===== src/rtl/reader_irq_map.svh =====
// register indices, field positions, reset values and timing counts of the
// interrupt mask and general purpose timeout block; included by its bare name
`ifndef READER_IRQ_MAP_SVH
`define READER_IRQ_MAP_SVH

// register indices; the byte address on the bus is four times the index
`define IDX_TIMER_CTRL     6'h11
`define IDX_GP_TIMEOUT_HI  6'h12
`define IDX_GP_TIMEOUT_LO  6'h13
`define IDX_MAIN_MASK      6'h14
`define IDX_TF_MASK        6'h15
`define IDX_EW_MASK        6'h16
`define IDX_MAIN_FLAGS     6'h17
`define IDX_TF_FLAGS       6'h18
`define IDX_EW_FLAGS       6'h19
`define IDX_COMMAND        6'h1E
`define IDX_GP_STATUS      6'h1F

// field positions
`define MAIN_CLR_MSB       7
`define MAIN_CLR_LSB       2
`define MAIN_TIM_BIT       1
`define MAIN_ERR_BIT       0
`define TRIG_MSB           7
`define TRIG_LSB           5
`define CMD_SET_DEFAULT    0
`define CMD_START_GP       1
`define TF_GP_EXPIRY_BIT   5

// trigger source codes
`define TRIG_DIRECT        3'h0
`define TRIG_RX_END        3'h1
`define TRIG_RX_START      3'h2
`define TRIG_TX_END        3'h3

// reset values
`define MASK_RESET         8'h00
`define FLAGS_RESET        8'h00
`define TRIG_RESET         3'h0
`define GP_TIMEOUT_RESET   16'h0000

// timing: one timeout step, and the clock period it is counted in
`define GP_STEP_NS         590
`define CLK_PERIOD_NS      25
`define GP_STEP_CYCLES     ((`GP_STEP_NS + `CLK_PERIOD_NS - 1) / `CLK_PERIOD_NS)

`endif


===== src/rtl/reader_irq_pkg.sv =====
// types shared by the interrupt mask and general purpose timeout block
// assumes nothing beyond a SystemVerilog compiler
package reader_irq_pkg;

  // main event pulses, in the order of main flag bits 7 down to 2
  typedef struct packed {
    logic oscStable;
    logic fifoLevel;
    logic rxStart;
    logic rxEnd;
    logic txEnd;
    logic bitCollision;
  } main_events_t;

  // general purpose timer states, one-hot
  typedef enum logic [1:0] {
    GP_IDLE = 2'b01,
    GP_RUN  = 2'b10
  } gp_state_t;

endpackage


===== src/rtl/reader_irq_mask_and_gp_timeout.sv =====
// interrupt flags, masks and general purpose timeout timer behind an apb slave
// assumes event inputs are one-cycle pulses from logic on sys_clk
//
// What this block does
// 16-bit timeout, high 0x12, low 0x13, 8/fc steps
// timeout spans one step to about 39.3 ms
// main mask bits 7..2 suppress six main sources
// timer-field mask bits suppress eight detail sources
// error-wakeup mask bits suppress eight detail sources
// masks and timeout reload at reset, set-default
// main flags zero after reset and set-default
// main read clears 7..2; 1..0 via detail
// main bit 1 summarises timer-field detail flags
// main bit 0 summarises error-wakeup detail flags
// main bit 7 set when oscillator stable
// main bit 6 set on fifo water level
// bits 5..2: rx start, rx end, tx end, collision
// trigger field selects timer start event
// irq high while any unmasked flag set
// timer counts steps then sets expiry flag
`timescale 1ns/1ps
`include "reader_irq_map.svh"

module reader_irq_mask_and_gp_timeout
  import reader_irq_pkg::*;
#(
  parameter int STEP_CYCLES = `GP_STEP_CYCLES
) (
  input  wire logic         sys_clk,
  input  wire logic         rstn,
  input  wire logic         psel,
  input  wire logic         penable,
  input  wire logic         pwrite,
  input  wire logic [7:0]   paddr,
  input  wire logic [31:0]  pwdata,
  output logic              pready,
  output logic              pslverr,
  output logic [31:0]       prdata,
  input  main_events_t      mainEvents,
  input  wire logic [7:0]   timerFieldEvents,
  input  wire logic [7:0]   errorWakeEvents,
  input  wire logic         fieldMode,
  output logic              irq,
  output logic              gpFieldOff
);

  localparam int SW = (STEP_CYCLES > 1) ? $clog2(STEP_CYCLES) : 1;
  localparam logic [SW-1:0] STEP_LAST = SW'(STEP_CYCLES - 1);

  // software visible state
  logic [7:0]     gpTimeoutHigh;
  logic [7:0]     gpTimeoutLow;
  logic [2:0]     trigSource;
  logic [7:0]     mainMask;
  logic [7:0]     timerFieldMask;
  logic [7:0]     errorWakeMask;
  logic [7:2]     mainFlags;
  logic [7:0]     timerFieldFlags;
  logic [7:0]     errorWakeFlags;

  // timer state
  gp_state_t      gpState;
  logic [SW-1:0]  stepCnt;
  logic [15:0]    stepsLeft;
  logic           gpExpire;

  // bus decode
  logic [5:0]     regIdx;
  logic           aligned;
  logic           mapped;
  logic           setupPhase;
  logic           rdDone;
  logic           wrDone;
  logic [7:0]     readMux;
  logic           setDefault;
  logic           startCmd;
  logic           gpTrigger;
  logic [15:0]    gpTimeout;
  logic [7:0]     mainView;
  logic [7:2]     mainClr;
  logic [7:0]     tfClr;
  logic [7:0]     ewClr;
  logic [7:0]     tfSet;

  assign regIdx     = paddr[7:2];
  assign aligned    = (paddr[1:0] == 2'b00);
  assign setupPhase = psel & ~penable;
  assign rdDone     = psel & penable & ~pwrite;
  assign wrDone     = psel & penable & pwrite;
  assign gpTimeout  = {gpTimeoutHigh, gpTimeoutLow};

  // main view: bits 1 and 0 follow the detail registers
  assign mainView = {mainFlags,
                     |timerFieldFlags,
                     |errorWakeFlags};

  // address decode and read data selection
  always_comb begin
    mapped  = aligned;
    readMux = 8'h00;
    case (regIdx)
      `IDX_TIMER_CTRL:    readMux[`TRIG_MSB:`TRIG_LSB] = trigSource;
      `IDX_GP_TIMEOUT_HI: readMux = gpTimeoutHigh;
      `IDX_GP_TIMEOUT_LO: readMux = gpTimeoutLow;
      `IDX_MAIN_MASK:     readMux = mainMask;
      `IDX_TF_MASK:       readMux = timerFieldMask;
      `IDX_EW_MASK:       readMux = errorWakeMask;
      `IDX_MAIN_FLAGS:    readMux = mainView;
      `IDX_TF_FLAGS:      readMux = timerFieldFlags;
      `IDX_EW_FLAGS:      readMux = errorWakeFlags;
      `IDX_COMMAND:       readMux = 8'h00;
      `IDX_GP_STATUS:     readMux = {7'h00, (gpState == GP_RUN)};
      default:            mapped  = 1'b0;
    endcase
  end

  // zero wait state slave; error on unmapped or unaligned access
  assign pready  = psel & penable;
  assign pslverr = psel & penable & ~mapped;

  // read data captured in the setup cycle, held through the access
  always_ff @(posedge sys_clk or negedge rstn) begin
    if (!rstn) begin
      prdata <= 32'h0000_0000;
    end else if (setupPhase) begin
      prdata <= {24'h00_0000, (mapped ? readMux : 8'h00)};
    end
  end

  // command strobes act at the access edge of a command write
  assign setDefault = wrDone & mapped & (regIdx == `IDX_COMMAND)
                      & pwdata[`CMD_SET_DEFAULT];
  assign startCmd   = wrDone & mapped & (regIdx == `IDX_COMMAND)
                      & pwdata[`CMD_START_GP] & ~pwdata[`CMD_SET_DEFAULT];

  // clear vectors: a read clears the bits it returned, a write of ones
  // clears those bits, main bits 1..0 excepted; events caught later survive
  always_comb begin
    mainClr = '0;
    tfClr   = 8'h00;
    ewClr   = 8'h00;
    if (psel && penable && mapped) begin
      case (regIdx)
        `IDX_MAIN_FLAGS: mainClr = pwrite ? pwdata[`MAIN_CLR_MSB:`MAIN_CLR_LSB]
                                          : prdata[`MAIN_CLR_MSB:`MAIN_CLR_LSB];
        `IDX_TF_FLAGS:   tfClr   = pwrite ? pwdata[7:0] : prdata[7:0];
        `IDX_EW_FLAGS:   ewClr   = pwrite ? pwdata[7:0] : prdata[7:0];
        default: begin
          mainClr = '0;
        end
      endcase
    end
  end

  // timeout pair and trigger field
  always_ff @(posedge sys_clk or negedge rstn) begin
    if (!rstn) begin
      gpTimeoutHigh <= 8'(`GP_TIMEOUT_RESET >> 8);
      gpTimeoutLow  <= 8'(`GP_TIMEOUT_RESET);
      trigSource    <= `TRIG_RESET;
    end else if (setDefault) begin
      gpTimeoutHigh <= 8'(`GP_TIMEOUT_RESET >> 8);
      gpTimeoutLow  <= 8'(`GP_TIMEOUT_RESET);
      trigSource    <= `TRIG_RESET;
    end else if (wrDone && mapped) begin
      case (regIdx)
        `IDX_GP_TIMEOUT_HI: gpTimeoutHigh <= pwdata[7:0];
        `IDX_GP_TIMEOUT_LO: gpTimeoutLow  <= pwdata[7:0];
        `IDX_TIMER_CTRL:    trigSource    <= pwdata[`TRIG_MSB:`TRIG_LSB];
        default: begin
          trigSource <= trigSource;
        end
      endcase
    end
  end

  // mask registers; a one suppresses the source
  always_ff @(posedge sys_clk or negedge rstn) begin
    if (!rstn) begin
      mainMask       <= `MASK_RESET;
      timerFieldMask <= `MASK_RESET;
      errorWakeMask  <= `MASK_RESET;
    end else if (setDefault) begin
      mainMask       <= `MASK_RESET;
      timerFieldMask <= `MASK_RESET;
      errorWakeMask  <= `MASK_RESET;
    end else if (wrDone && mapped) begin
      case (regIdx)
        `IDX_MAIN_MASK: mainMask       <= {pwdata[7:2], 2'b00};
        `IDX_TF_MASK:   timerFieldMask <= pwdata[7:0];
        `IDX_EW_MASK:   errorWakeMask  <= pwdata[7:0];
        default: begin
          mainMask <= mainMask;
        end
      endcase
    end
  end

  // main flags 7..2: osc, water level, rx start, rx end, tx end, collision
  always_ff @(posedge sys_clk or negedge rstn) begin
    if (!rstn) begin
      mainFlags <= 6'(`FLAGS_RESET >> 2);
    end else if (setDefault) begin
      mainFlags <= 6'(`FLAGS_RESET >> 2);
    end else begin
      mainFlags <= (mainFlags & ~mainClr) | mainEvents;
    end
  end

  // timer expiry joins the timer-field events
  always_comb begin
    tfSet = timerFieldEvents;
    tfSet[`TF_GP_EXPIRY_BIT] = timerFieldEvents[`TF_GP_EXPIRY_BIT] | gpExpire;
  end

  // detail flags, one sticky bit each; a set wins over a clear
  for (genvar i = 0; i < 8; i++) begin : g_detail
    always_ff @(posedge sys_clk or negedge rstn) begin
      if (!rstn) begin
        timerFieldFlags[i] <= 1'b0;
        errorWakeFlags[i]  <= 1'b0;
      end else if (setDefault) begin
        timerFieldFlags[i] <= 1'b0;
        errorWakeFlags[i]  <= 1'b0;
      end else begin
        timerFieldFlags[i] <= (timerFieldFlags[i] & ~tfClr[i]) | tfSet[i];
        errorWakeFlags[i]  <= (errorWakeFlags[i] & ~ewClr[i]) | errorWakeEvents[i];
      end
    end
  end

  // interrupt request: any flag whose mask bit is zero
  always_ff @(posedge sys_clk or negedge rstn) begin
    if (!rstn) begin
      irq <= 1'b0;
    end else begin
      irq <= |(mainFlags & ~mainMask[7:2])
           | |(timerFieldFlags & ~timerFieldMask)
           | |(errorWakeFlags & ~errorWakeMask);
    end
  end

  // start event chosen by the trigger field; direct start always works
  always_comb begin
    case (trigSource)
      `TRIG_RX_END:   gpTrigger = startCmd | mainEvents.rxEnd;
      `TRIG_RX_START: gpTrigger = startCmd | mainEvents.rxStart;
      `TRIG_TX_END:   gpTrigger = startCmd | (mainEvents.txEnd & fieldMode);
      default:        gpTrigger = startCmd;
    endcase
  end

  // timer: stepsLeft steps of STEP_CYCLES clocks each; a trigger with a non-zero timeout restarts it
  always_ff @(posedge sys_clk or negedge rstn) begin
    if (!rstn) begin
      gpState   <= GP_IDLE;
      stepCnt   <= '0;
      stepsLeft <= 16'h0000;
      gpExpire  <= 1'b0;
    end else if (setDefault) begin
      gpState   <= GP_IDLE;
      stepCnt   <= '0;
      stepsLeft <= 16'h0000;
      gpExpire  <= 1'b0;
    end else begin
      gpExpire <= 1'b0;
      case (gpState)
        GP_IDLE: begin
          if (gpTrigger && gpTimeout != 16'h0000) begin
            gpState   <= GP_RUN;
            stepCnt   <= '0;
            stepsLeft <= gpTimeout;
          end
        end
        GP_RUN: begin
          if (gpTrigger && gpTimeout != 16'h0000) begin
            stepCnt   <= '0;
            stepsLeft <= gpTimeout;
          end else if (stepCnt != STEP_LAST) begin
            stepCnt <= stepCnt + 1'b1;
          end else begin
            stepCnt <= '0;
            if (stepsLeft == 16'h0001) begin
              gpState  <= GP_IDLE;
              gpExpire <= 1'b1;
            end else begin
              stepsLeft <= stepsLeft - 16'h0001;
            end
          end
        end
        default: begin
          gpState <= GP_IDLE;
        end
      endcase
    end
  end

  // field switch-off request when the timer ends in tx-end mode
  always_ff @(posedge sys_clk or negedge rstn) begin
    if (!rstn) begin
      gpFieldOff <= 1'b0;
    end else begin
      gpFieldOff <= gpExpire & (trigSource == `TRIG_TX_END);
    end
  end

endmodule // reader_irq_mask_and_gp_timeout


===== config.mk =====
export PLATFORM = sky130hd
export DESIGN_NAME = reader_irq_mask_and_gp_timeout
export DESIGN_NICKNAME = d
export VERILOG_FILES = /design/src/rtl/reader_irq_pkg.sv /design/src/rtl/reader_irq_mask_and_gp_timeout.sv
export VERILOG_INCLUDE_DIRS = /design/src /design/src/rtl
export SDC_FILE = /design/constraint.sdc
export NUM_CORES = 1
export LEC_CHECK = 0
export BUFFER_PORTS_ARGS = -buffer_cell sky130_fd_sc_hd__buf_2
export CORE_ASPECT_RATIO = 2
export CORE_MARGIN = 3
export CORE_UTILIZATION = 60
export CTS_CLUSTER_DIAMETER = 30
export DETAILED_ROUTE_END_ITERATION = 6
export PLACE_DENSITY_LB_ADDON = 0.12
export SLEW_MARGIN = 20
export SYNTH_ARGS = -nofsm -noshare
export SYNTH_HDL_FRONTEND = slang
export SYNTH_SLANG_ARGS = --single-unit
export TNS_END_PERCENT = 5

===== constraint.sdc =====
create_clock -name sys_clk -period 6.4 [get_ports sys_clk]
set_input_delay 0.64 -clock sys_clk [delete_from_list [all_inputs] [get_ports sys_clk]]
set_output_delay 0.64 -clock sys_clk [all_outputs]
set_load 0.02 [all_outputs]

# == Word level (Yosys, flattened, before mapping) ==
# Cells that the tools add are included.
# totals
register_bits,99
elab_cells,232
input_bits,68
output_inout_bits,36
# classes
n_addsub,2
n_bitwise,77
mux,70
eq_ne,24
n_reduce_logical,29
# op_table
operator,n
$mux 8,21
$mux 16,5
$eq 6x5->1 const B,11
$pmux 5 s9,1
$pmux 16 s2,1
$reduce_or 8->1,4
$and 1x1->1,27
$pmux 3 s9,1
$mux 6,4
$mux 1,22
$or 1x1->1,22
$mux 5,4
$not 1->1,19
$and 8x8->8,2
$eq 16x1->1 const B,1
$not 8->8,2
$reduce_bool 16->1,1
$sub 16x1->16 const B,1
$reduce_and 2->1,7
$reduce_bool 2->1,7
$and 6x6->6,2
$not 6->6,2
$reduce_or 11->1,1
$mux 2,5
other kinds (19),29

# == Logic depth before layout (Yosys ltp) ==
# Gate-level depths: netlist of the first run.
# depth
ltp_word,13
ltp_mapped,8
ltp_nobuf,7

# == Least setup slack after synthesis of the first run ==
# OpenSTA, ideal clock, no wires.
# synth_timing
kind,input -> register
start,input port paddr[1]
end,register stepsLeft[2]
t_required_ps,6274
stages,7
path_slack_ps,3816
path_buffers,1
setup_time_ps,126
arrival_ps,2458
cell_sequence,or4b_4 > nor4_4 > o2111ai_2 > and3_4 > buf_6 > a21o_1 > a221o_1
# synth_via
elab_chain_cells,12
word_cells_on_any_way,20
cone_classes,eq/ne: 3; mux: 5; bitwise: 8; reduce/logical: 4
# synth_rtl
element,line,source
from (decl),reader_irq_mask_and_gp_timeout.sv:34,"input wire logic [7:0] paddr,"
$logic_not 2->1 (*),reader_irq_mask_and_gp_timeout.sv:86,assign aligned = (paddr[1:0] == 2'b00);
$mux 1 (*),reader_irq_mask_and_gp_timeout.sv:101,case (regIdx)
$and 1x1->1 (*) (2 in series),"reader_irq_mask_and_gp_timeout.sv:131, reader_irq_mask_and_gp_timeout.sv:133",
$and 1x1->1 (2 in series),reader_irq_mask_and_gp_timeout.sv:133,assign startCmd = wrDone & mapped & (regIdx == `IDX_COMMAND)
$or 1x1->1 (on tied branches),"reader_irq_mask_and_gp_timeout.sv:248, reader_irq_mask_and_gp_timeout.sv:246, reader_irq_mask_and_gp_timeout.sv:247",
$pmux 1 s3,reader_irq_mask_and_gp_timeout.sv:245,case (trigSource)
$logic_and 1x1->1,"reader_irq_mask_and_gp_timeout.sv:269, reader_irq_mask_and_gp_timeout.sv:276",
$mux 16,reader_irq_mask_and_gp_timeout.sv:276,if (gpTrigger && gpTimeout != 16'h0000) begin
$pmux 16 s2,reader_irq_mask_and_gp_timeout.sv:267,case (gpState)
$mux 16,reader_irq_mask_and_gp_timeout.sv:260,end else if (setDefault) begin
to (signal assigned),reader_irq_mask_and_gp_timeout.sv:272,stepsLeft <= gpTimeout;
to (signal assigned),reader_irq_mask_and_gp_timeout.sv:278,stepsLeft <= gpTimeout;
to (signal assigned),reader_irq_mask_and_gp_timeout.sv:287,stepsLeft <= stepsLeft - 16'h0001;
to (decl),reader_irq_mask_and_gp_timeout.sv:64,logic [15:0] stepsLeft;
# Mark *: on every way between the ends. The rest lies on a longest branch, timed or not.
# A chain may end at the register's enable or synchronous reset.

# == Final worst setup path of the first run ==
# layout_timing
start,register stepsLeft[10]
end,register stepsLeft[12]
# layout_via
elab_chain_cells,6
word_cells_on_any_way,9
cone_classes,add/sub: 1; eq/ne: 2; mux: 5; reduce/logical: 1
# layout_rtl
element,line,source
$sub 16x1->16,reader_irq_mask_and_gp_timeout.sv:287,
$mux 16,reader_irq_mask_and_gp_timeout.sv:283,if (stepsLeft == 16'h0001) begin
$mux 16,reader_irq_mask_and_gp_timeout.sv:279,end else if (stepCnt != STEP_LAST) begin
$mux 16,reader_irq_mask_and_gp_timeout.sv:276,
$pmux 16 s2,reader_irq_mask_and_gp_timeout.sv:267,
$mux 16,reader_irq_mask_and_gp_timeout.sv:260,
# Several ways; a longest one is shown, not always the timed one. The select of a mux whose other input is x is not followed.

==> impl_metrics.json, run 1 <==
{
  "wirelength_um": 17800,
  "hpwlAfterDp_um": 13400,
  "fin_nets": 729,
  "cts.sinks": 97,
  "cts_root_buf": "clkbuf_16",
  "first_global_vias": 5163,
  "drc": 0,
  "slowest_delay_ps": 950,
  "crit_slowest_cell": "nor4_1",
  "place_ws_ps": 3040,
  "ir_drop_uv": 166,
  "core_area_um2": 9070,
  "ant_nets": 0,
  "cts_tree": "yes",
  "grt_pass1_wl_um": 27700,
  "cap_viol_max_count": 0,
  "yosys.area.top_type": "dfrtp_1",
  "syn_inst": 612,
  "grt.busiest_layer": "met2",
  "cts-buffers-inserted": 9,
  "diodes": 0,
  "cp_num_buf_inv": 0,
  "grt_use_total": 0.353,
  "first_pass_iters": 6,
  "synth_seq_cells": 97,
  "end_kind": "register",
  "final.setup_skew_ps": 7.79,
  "port_buffers": 55,
  "timing.setup.tns_ps": 0,
  "tightest_slew_ps": 1170,
  "hold_viol_final": 0,
  "pwr-share-clk": 0.450,
  "gr-usage-met3": 0.0543,
  "cts.htree.levels": 3,
  "crit_family": "simple AND/OR/NAND/NOR gates",
  "post_drt_wl_per_cell_um": 23.3,
  "final_cell_area_um2": 6170,
  "clk_latency_ps": 360,
  "die_area_um2": 10600,
  "ys_seq_area_frac": 0.433,
  "ios": 104,
  "grt_max_degree": 76,
  "rsz0062_at_grt": "false",
  "avgSynthCellArea_um2": 9.17,
  "crit_fanout": 11,
  "rows": 49,
  "final_core_util": 0.680,
  "clock_path_buffers": 2,
  "synthFlopType": "dfrtp_1",
  "status": "finished, final reports clean",
  "drt_first_iter_violations": 373,
  "p_switching_uw": 331,
  "ys_top_cells_by_count": "96 x dfrtp_1, 76 x nand2_1, 51 x nor2_1",
  "switching_share": 0.257,
  "slew_viol_final": 0,
  "synth-edff-count": 0,
  "fill_cells": 760,
  "async_flop_share": 1.00,
  "crit_path_start_kind": "register",
  "holdCritPathClass": "input pin to asynchronous set/reset pin",
  "post_cts_resized": 0,
  "period_minus_slack_ps": 3320,
  "use_met2": 0.590,
  "fmax_mhz": 301,
  "die_h_um": 143,
  "cts_setup_buffers": 0,
  "seqPwrFrac": 0.479,
  "path_cells": "nor4_1, nand3_1, o21a_1, nor4_1, a22o_1, a221o_1",
  "antenna_found_initial": 0,
  "syn2layout_area_growth_pct": 10.0,
  "syn_area_um2": 5610,
  "relSlewSlack": 0.210,
  "start_util": 0.618,
  "worst_slack_ps": 3080,
  "period_share": 0.519,
  "cp_data_required_time_ps": 6690,
  "place_congestion": 0.979,
  "ctsHoldBuffers": 0,
  "internal_power_uw": 957,
  "drive_gt1_frac": 0.173,
  "synth_top_area_share": 0.428,
  "powerDensity_nw_per_um2": 209,
  "grt_overflow": 0,
  "path_class": "register to register",
  "ys_types": 69,
  "holdWs_ps": 161,
  "synthTopCellsByArea": "dfrtp_1 43%, nand2_1 5.1%, o21ai_0 4.3%",
  "num_vias": 5222,
  "dpl-instance-area_um2": 5860,
  "use_met1": 0.372,
  "vias_per_cell": 6.83,
  "setup_viol": 0,
  "cpMostUsedCell": "nor4_1",
  "yosysWarnings": 0,
  "p_leak_uw": 0.00283,
  "p_comb_frac": 0.071,
  "worst-r2r-setup-slack_ps": 3080,
  "die_w_um": 74.4,
  "synth.most_common_cell": "dfrtp_1",
  "clkTransAtPathRegs_ps": 80,
  "arrival_ps": 3620
}
-- layer usage --
metal	wire length, um	share of wire
met4	1780	0.10
met2	9230	0.52
met5	0	0
met3	1050	0.059
met1	5750	0.32
-- power groups by stage --
stage               clock, uW  combinational (uW)  sequential, uW
floorplan                   0                60.5             628
global placement            0                88.3             628
detailed placement          0                89.9             628
CTS                       585                90.2             616
global route              606                99.6             616
finish                    580                91.5             616
-- placed cells by master, fill, tap and decap left out, types with 17 or more instances in the layout --
cell / n
a21oi_1: 30
nor4_1: 17
inv_1: 34
conb_1: 24
nand3_1: 23
nor2_1: 51
nand2_1: 76
dfrtp_1: 96
o21ai_0: 48
buf_2: 54
-- cell families after synthesis --
group,synth area share
AND/OR/NAND/NOR,0.217
AO/OA/AOI/OAI,0.202
flip-flops,0.433
buffers and inverters,0.0772
multiplexers,0.0631
adder cells (fa/ha/maj),0.00669
other,0.000668
-- cell type report --
type	count	area (um^2)	area share
clock buffer	9	225	0.0365
sequential	97	2430	0.393
clock inverter	7	90.1	0.0146
tap	102	128	0.0207
timing repair buffer	62	330	0.0535
inverter	34	128	0.0207
multi-input combinational	454	2840	0.461
-- sequential cells by signal, summed over array words and instances (netlist names) --
| register | cells |
|---|---|
| mainMask | 6 |
| mainFlags | 6 |
| gpExpire | 1 |
| prdata | 8 |
| stepsLeft | 16 |
| gpTimeoutLow | 8 |
| trigSource | 3 |
| irq | 1 |
| gpState | 2 |
| gpFieldOff | 1 |
| gpTimeoutHigh | 8 |
| timerFieldFlags | 8 |
| stepCnt | 5 |
| errorWakeMask | 8 |
| errorWakeFlags | 8 |
| timerFieldMask | 8 |
-- stage by stage --
step                      cells  total power [uW]
after floorplan             635               688
after global placement      749               716
after detailed placement    749               718
after CTS                   765              1290
after global routing        765              1320
final                       765              1290
-- final timing paths --
| path | from | to | cells after the start |
|---|---|---|---|
| min reg2reg | timerFieldMask[0] | timerFieldMask[0] | 2 |
| max in group asynchronous | rstn | errorWakeMask[1] | 2 |
| min | rstn | stepCnt[0] | 1 |
| max reg2reg | stepsLeft[10] | stepsLeft[12] | 6 |
| min in group sys_clk | timerFieldEvents[0] | timerFieldFlags[0] | 3 |
| max | stepsLeft[10] | stepsLeft[12] | 6 |
(Power assumes the default switching activity.)
==> run 2, diff against run 1 <==
--- a/config.mk
+++ b/config.mk
@@ -6,10 +6,11 @@
 export SDC_FILE = /design/constraint.sdc
 export NUM_CORES = 1
 export LEC_CHECK = 0
+export ABC_AREA = 1
 export BUFFER_PORTS_ARGS = -buffer_cell sky130_fd_sc_hd__buf_2
 export CORE_ASPECT_RATIO = 2
 export CORE_MARGIN = 3
-export CORE_UTILIZATION = 60
+export CORE_UTILIZATION = 56
 export CTS_CLUSTER_DIAMETER = 30
 export DETAILED_ROUTE_END_ITERATION = 6
 export PLACE_DENSITY_LB_ADDON = 0.12
==> constraint.sdc (replaced) <==
create_clock -name sys_clk -period 3.3 [get_ports sys_clk]
set_input_delay 0.33 -clock sys_clk [delete_from_list [all_inputs] [get_ports sys_clk]]
set_output_delay 0.33 -clock sys_clk [all_outputs]
set_load 0.02 [all_outputs]
==> run 2 against run 1 <==
  * Global-route usage shrank 4.7 points
  * Setup slack lost 2300 ps
  * Hold slack lost 140 ps
  * Largest power group unchanged
  * Maximum frequency grew 33%
  * Final cell count grew 23%
  * Count of clock-buffer cells in the layout grew 2
  * Critical path depth grew 6
  * Critical path type unchanged
  * Non-clock buffer count grew 3
==> impl_metrics.json, run 2 <==
{
  "status": "finished, final reports clean",
  "clk_latency_ps": 340,
  "fmax_mhz": 401,
  "largest-register": "stepsLeft",
  "tightest_slew_ps": 967,
  "crit_fanout": 16,
  "dpl.cell_count": 924,
  "core_area_um2": 9760,
  "cts.sinks": 97,
  "setup_viol": 0,
  "fin_cells": 940,
  "ir_drop_uv": 420,
  "cts-buffers-inserted": 9,
  "cp_data_required_time_ps": 3580,
  "clkTransAtPathRegs_ps": 70,
  "cap_viol_max_count": 0,
  "ctsHoldBuffers": 0,
  "syn_area_um2": 5640,
  "relSlewSlack": 0.351,
  "vias_per_cell": 5.58,
  "rsz0062_at_grt": "false",
  "wirelength_um": 16500,
  "antenna_found_initial": 0,
  "final.setup_skew_ps": 6.97,
  "powerDensity_nw_per_um2": 517,
  "worst_slack_ps": 804,
  "avgSynthCellArea_um2": 7.51,
  "crit_path_start_kind": "register",
  "synthTopCellsByArea": "dfrtp_1 43%, nand2_1 12%, o21ai_0 7.5%",
  "port_buffers": 55,
  "cts_root_buf": "clkbuf_16",
  "die_w_um": 77.0,
  "holdCritPathClass": "input pin to asynchronous set/reset pin",
  "largest_register_ffs": 16,
  "post_drt_wl_per_cell_um": 17.6,
  "rr_startpoint": "trigSource[2]",
  "fin_nets": 874,
  "num_vias": 5243,
  "syn2layout_area_growth_pct": 11.6,
  "timing.setup.tns_ps": 0,
  "holdWs_ps": 22.9,
  "ys_types": 36,
  "ys_top_cells_by_count": "183 x nand2_1, 96 x dfrtp_1, 88 x inv_1",
  "worstSetupStartpoint": "trigSource[2]",
  "end_kind": "register",
  "hpwlAfterDp_um": 13000,
  "period_share": 0.756,
  "grt_max_degree": 56,
  "clock_path_buffers": 2,
  "async_flop_share": 1.00,
  "arrival_ps": 2780,
  "p_leak_uw": 0.00323,
  "grt_overflow": 0,
  "die_area_um2": 11400,
  "fill_cells": 914,
  "drt_first_iter_violations": 365,
  "synthFlopType": "dfrtp_1",
  "first_global_vias": 5196,
  "grt_pass1_wl_um": 26800,
  "synth_top_area_share": 0.426,
  "synth_seq_cells": 97,
  "place_congestion": 0.959,
  "ios": 104,
  "drc": 0,
  "yosys.area.top_type": "dfrtp_1",
  "hold_viol_final": 0,
  "synth.most_common_cell": "nand2_1",
  "post_cts_resized": 0,
  "slew_viol_final": 0,
  "die_h_um": 148,
  "rows": 51,
  "syn_inst": 751,
  "ant_nets": 0,
  "cts.htree.levels": 3,
  "layout_commonest_cell": "nand2_1",
  "final_cell_mix": "183 x nand2_1, 96 x dfrtp_1, 88 x inv_1, 84 x o21ai_0, 55 x nor2_1",
  "grt_use_total": 0.306,
  "ys_seq_area_frac": 0.431,
  "cts_setup_buffers": 0,
  "period_minus_slack_ps": 2500,
  "drive_gt1_frac": 0.127,
  "first_pass_iters": 5,
  "final_core_util": 0.645,
  "diodes": 0,
  "start_util": 0.577,
  "cts_tree": "yes",
  "place_ws_ps": 666,
  "synth-edff-count": 0,
  "yosysWarnings": 0,
  "path_class": "register to register"
}
==> run 2: logic make-up after synthesis <==
logic type                 after synthesis  share of synthesized area
DFF                                     97                      0.431
adders and majority gates                3                    0.00666
and+or+nand+nor                        321                      0.248
other                                    1                   0.000665
xor gates and xnor gates                15                     0.0233
buffers and inverters                  142                      0.117
AOI/OAI and AO/OA                      172                      0.174
==> run 2: final cells by class <==
cell class | count | area (um^2) | area share
clock buffer | 11 | 243 | 0.0386
sequential | 97 | 2430 | 0.386
timing repair buffer | 65 | 353 | 0.0561
clock inverter | 5 | 104 | 0.0165
multi-input combinational | 535 | 2640 | 0.420
inverter | 95 | 357 | 0.0567
tap | 132 | 165 | 0.0262
==> run 2: metal layers <==
metal  up-vias  part of all wire  track usage
met4         0             0.062        0.191
li1       2538                 -            -
met2       195              0.55        0.576
met1      2460              0.35        0.309
met5         -                 0            0
met3        50             0.038       0.0409
==> run 2: final timing paths <==
path / depth (start not counted) / slack [ps] / to
max: 12 / 800 / stepsLeft[13]
min: 1 / 20 / stepsLeft[11]
max reg2reg: 12 / 800 / stepsLeft[13]
min reg2reg: 2 / 490 / mainMask[2]
max in group asynchronous: 2 / 2440 / gpState[0]
min in group sys_clk: 3 / 210 / timerFieldFlags[4]
==> run 2: power breakdown <==
part | switching, uW | leakage, uW | internal [uW] | total, uW
clock network | 451 | 0.000170 | 762 | 1210
logic | 362 | 0.00185 | 228 | 591
registers | 144 | 0.00121 | 1300 | 1450
==> run 2: metrics by stage <==
stage | instance area [um^2] | power (uW)
2_1_floorplan | 5720 | 1880
3_3_place_gp | 5940 | 2040
3_5_place_dp | 5940 | 2050
4_1_cts | 6290 | 3270
5_1_grt | 6290 | 3430
6_report | 6290 | 3250
==> run 2: critical path: stages (launching register included) <==
cell and delay, ps:
dfrtp_1 390, inv_1 160, nand2_1 90, a211oi_1 260, nor2_1 150, o21bai_2 240
nand2_1 270, nand2_1 110, nand2_2 160, clkinv_1 130, nand2_2 280, nand2_1 100
nand2_1 80
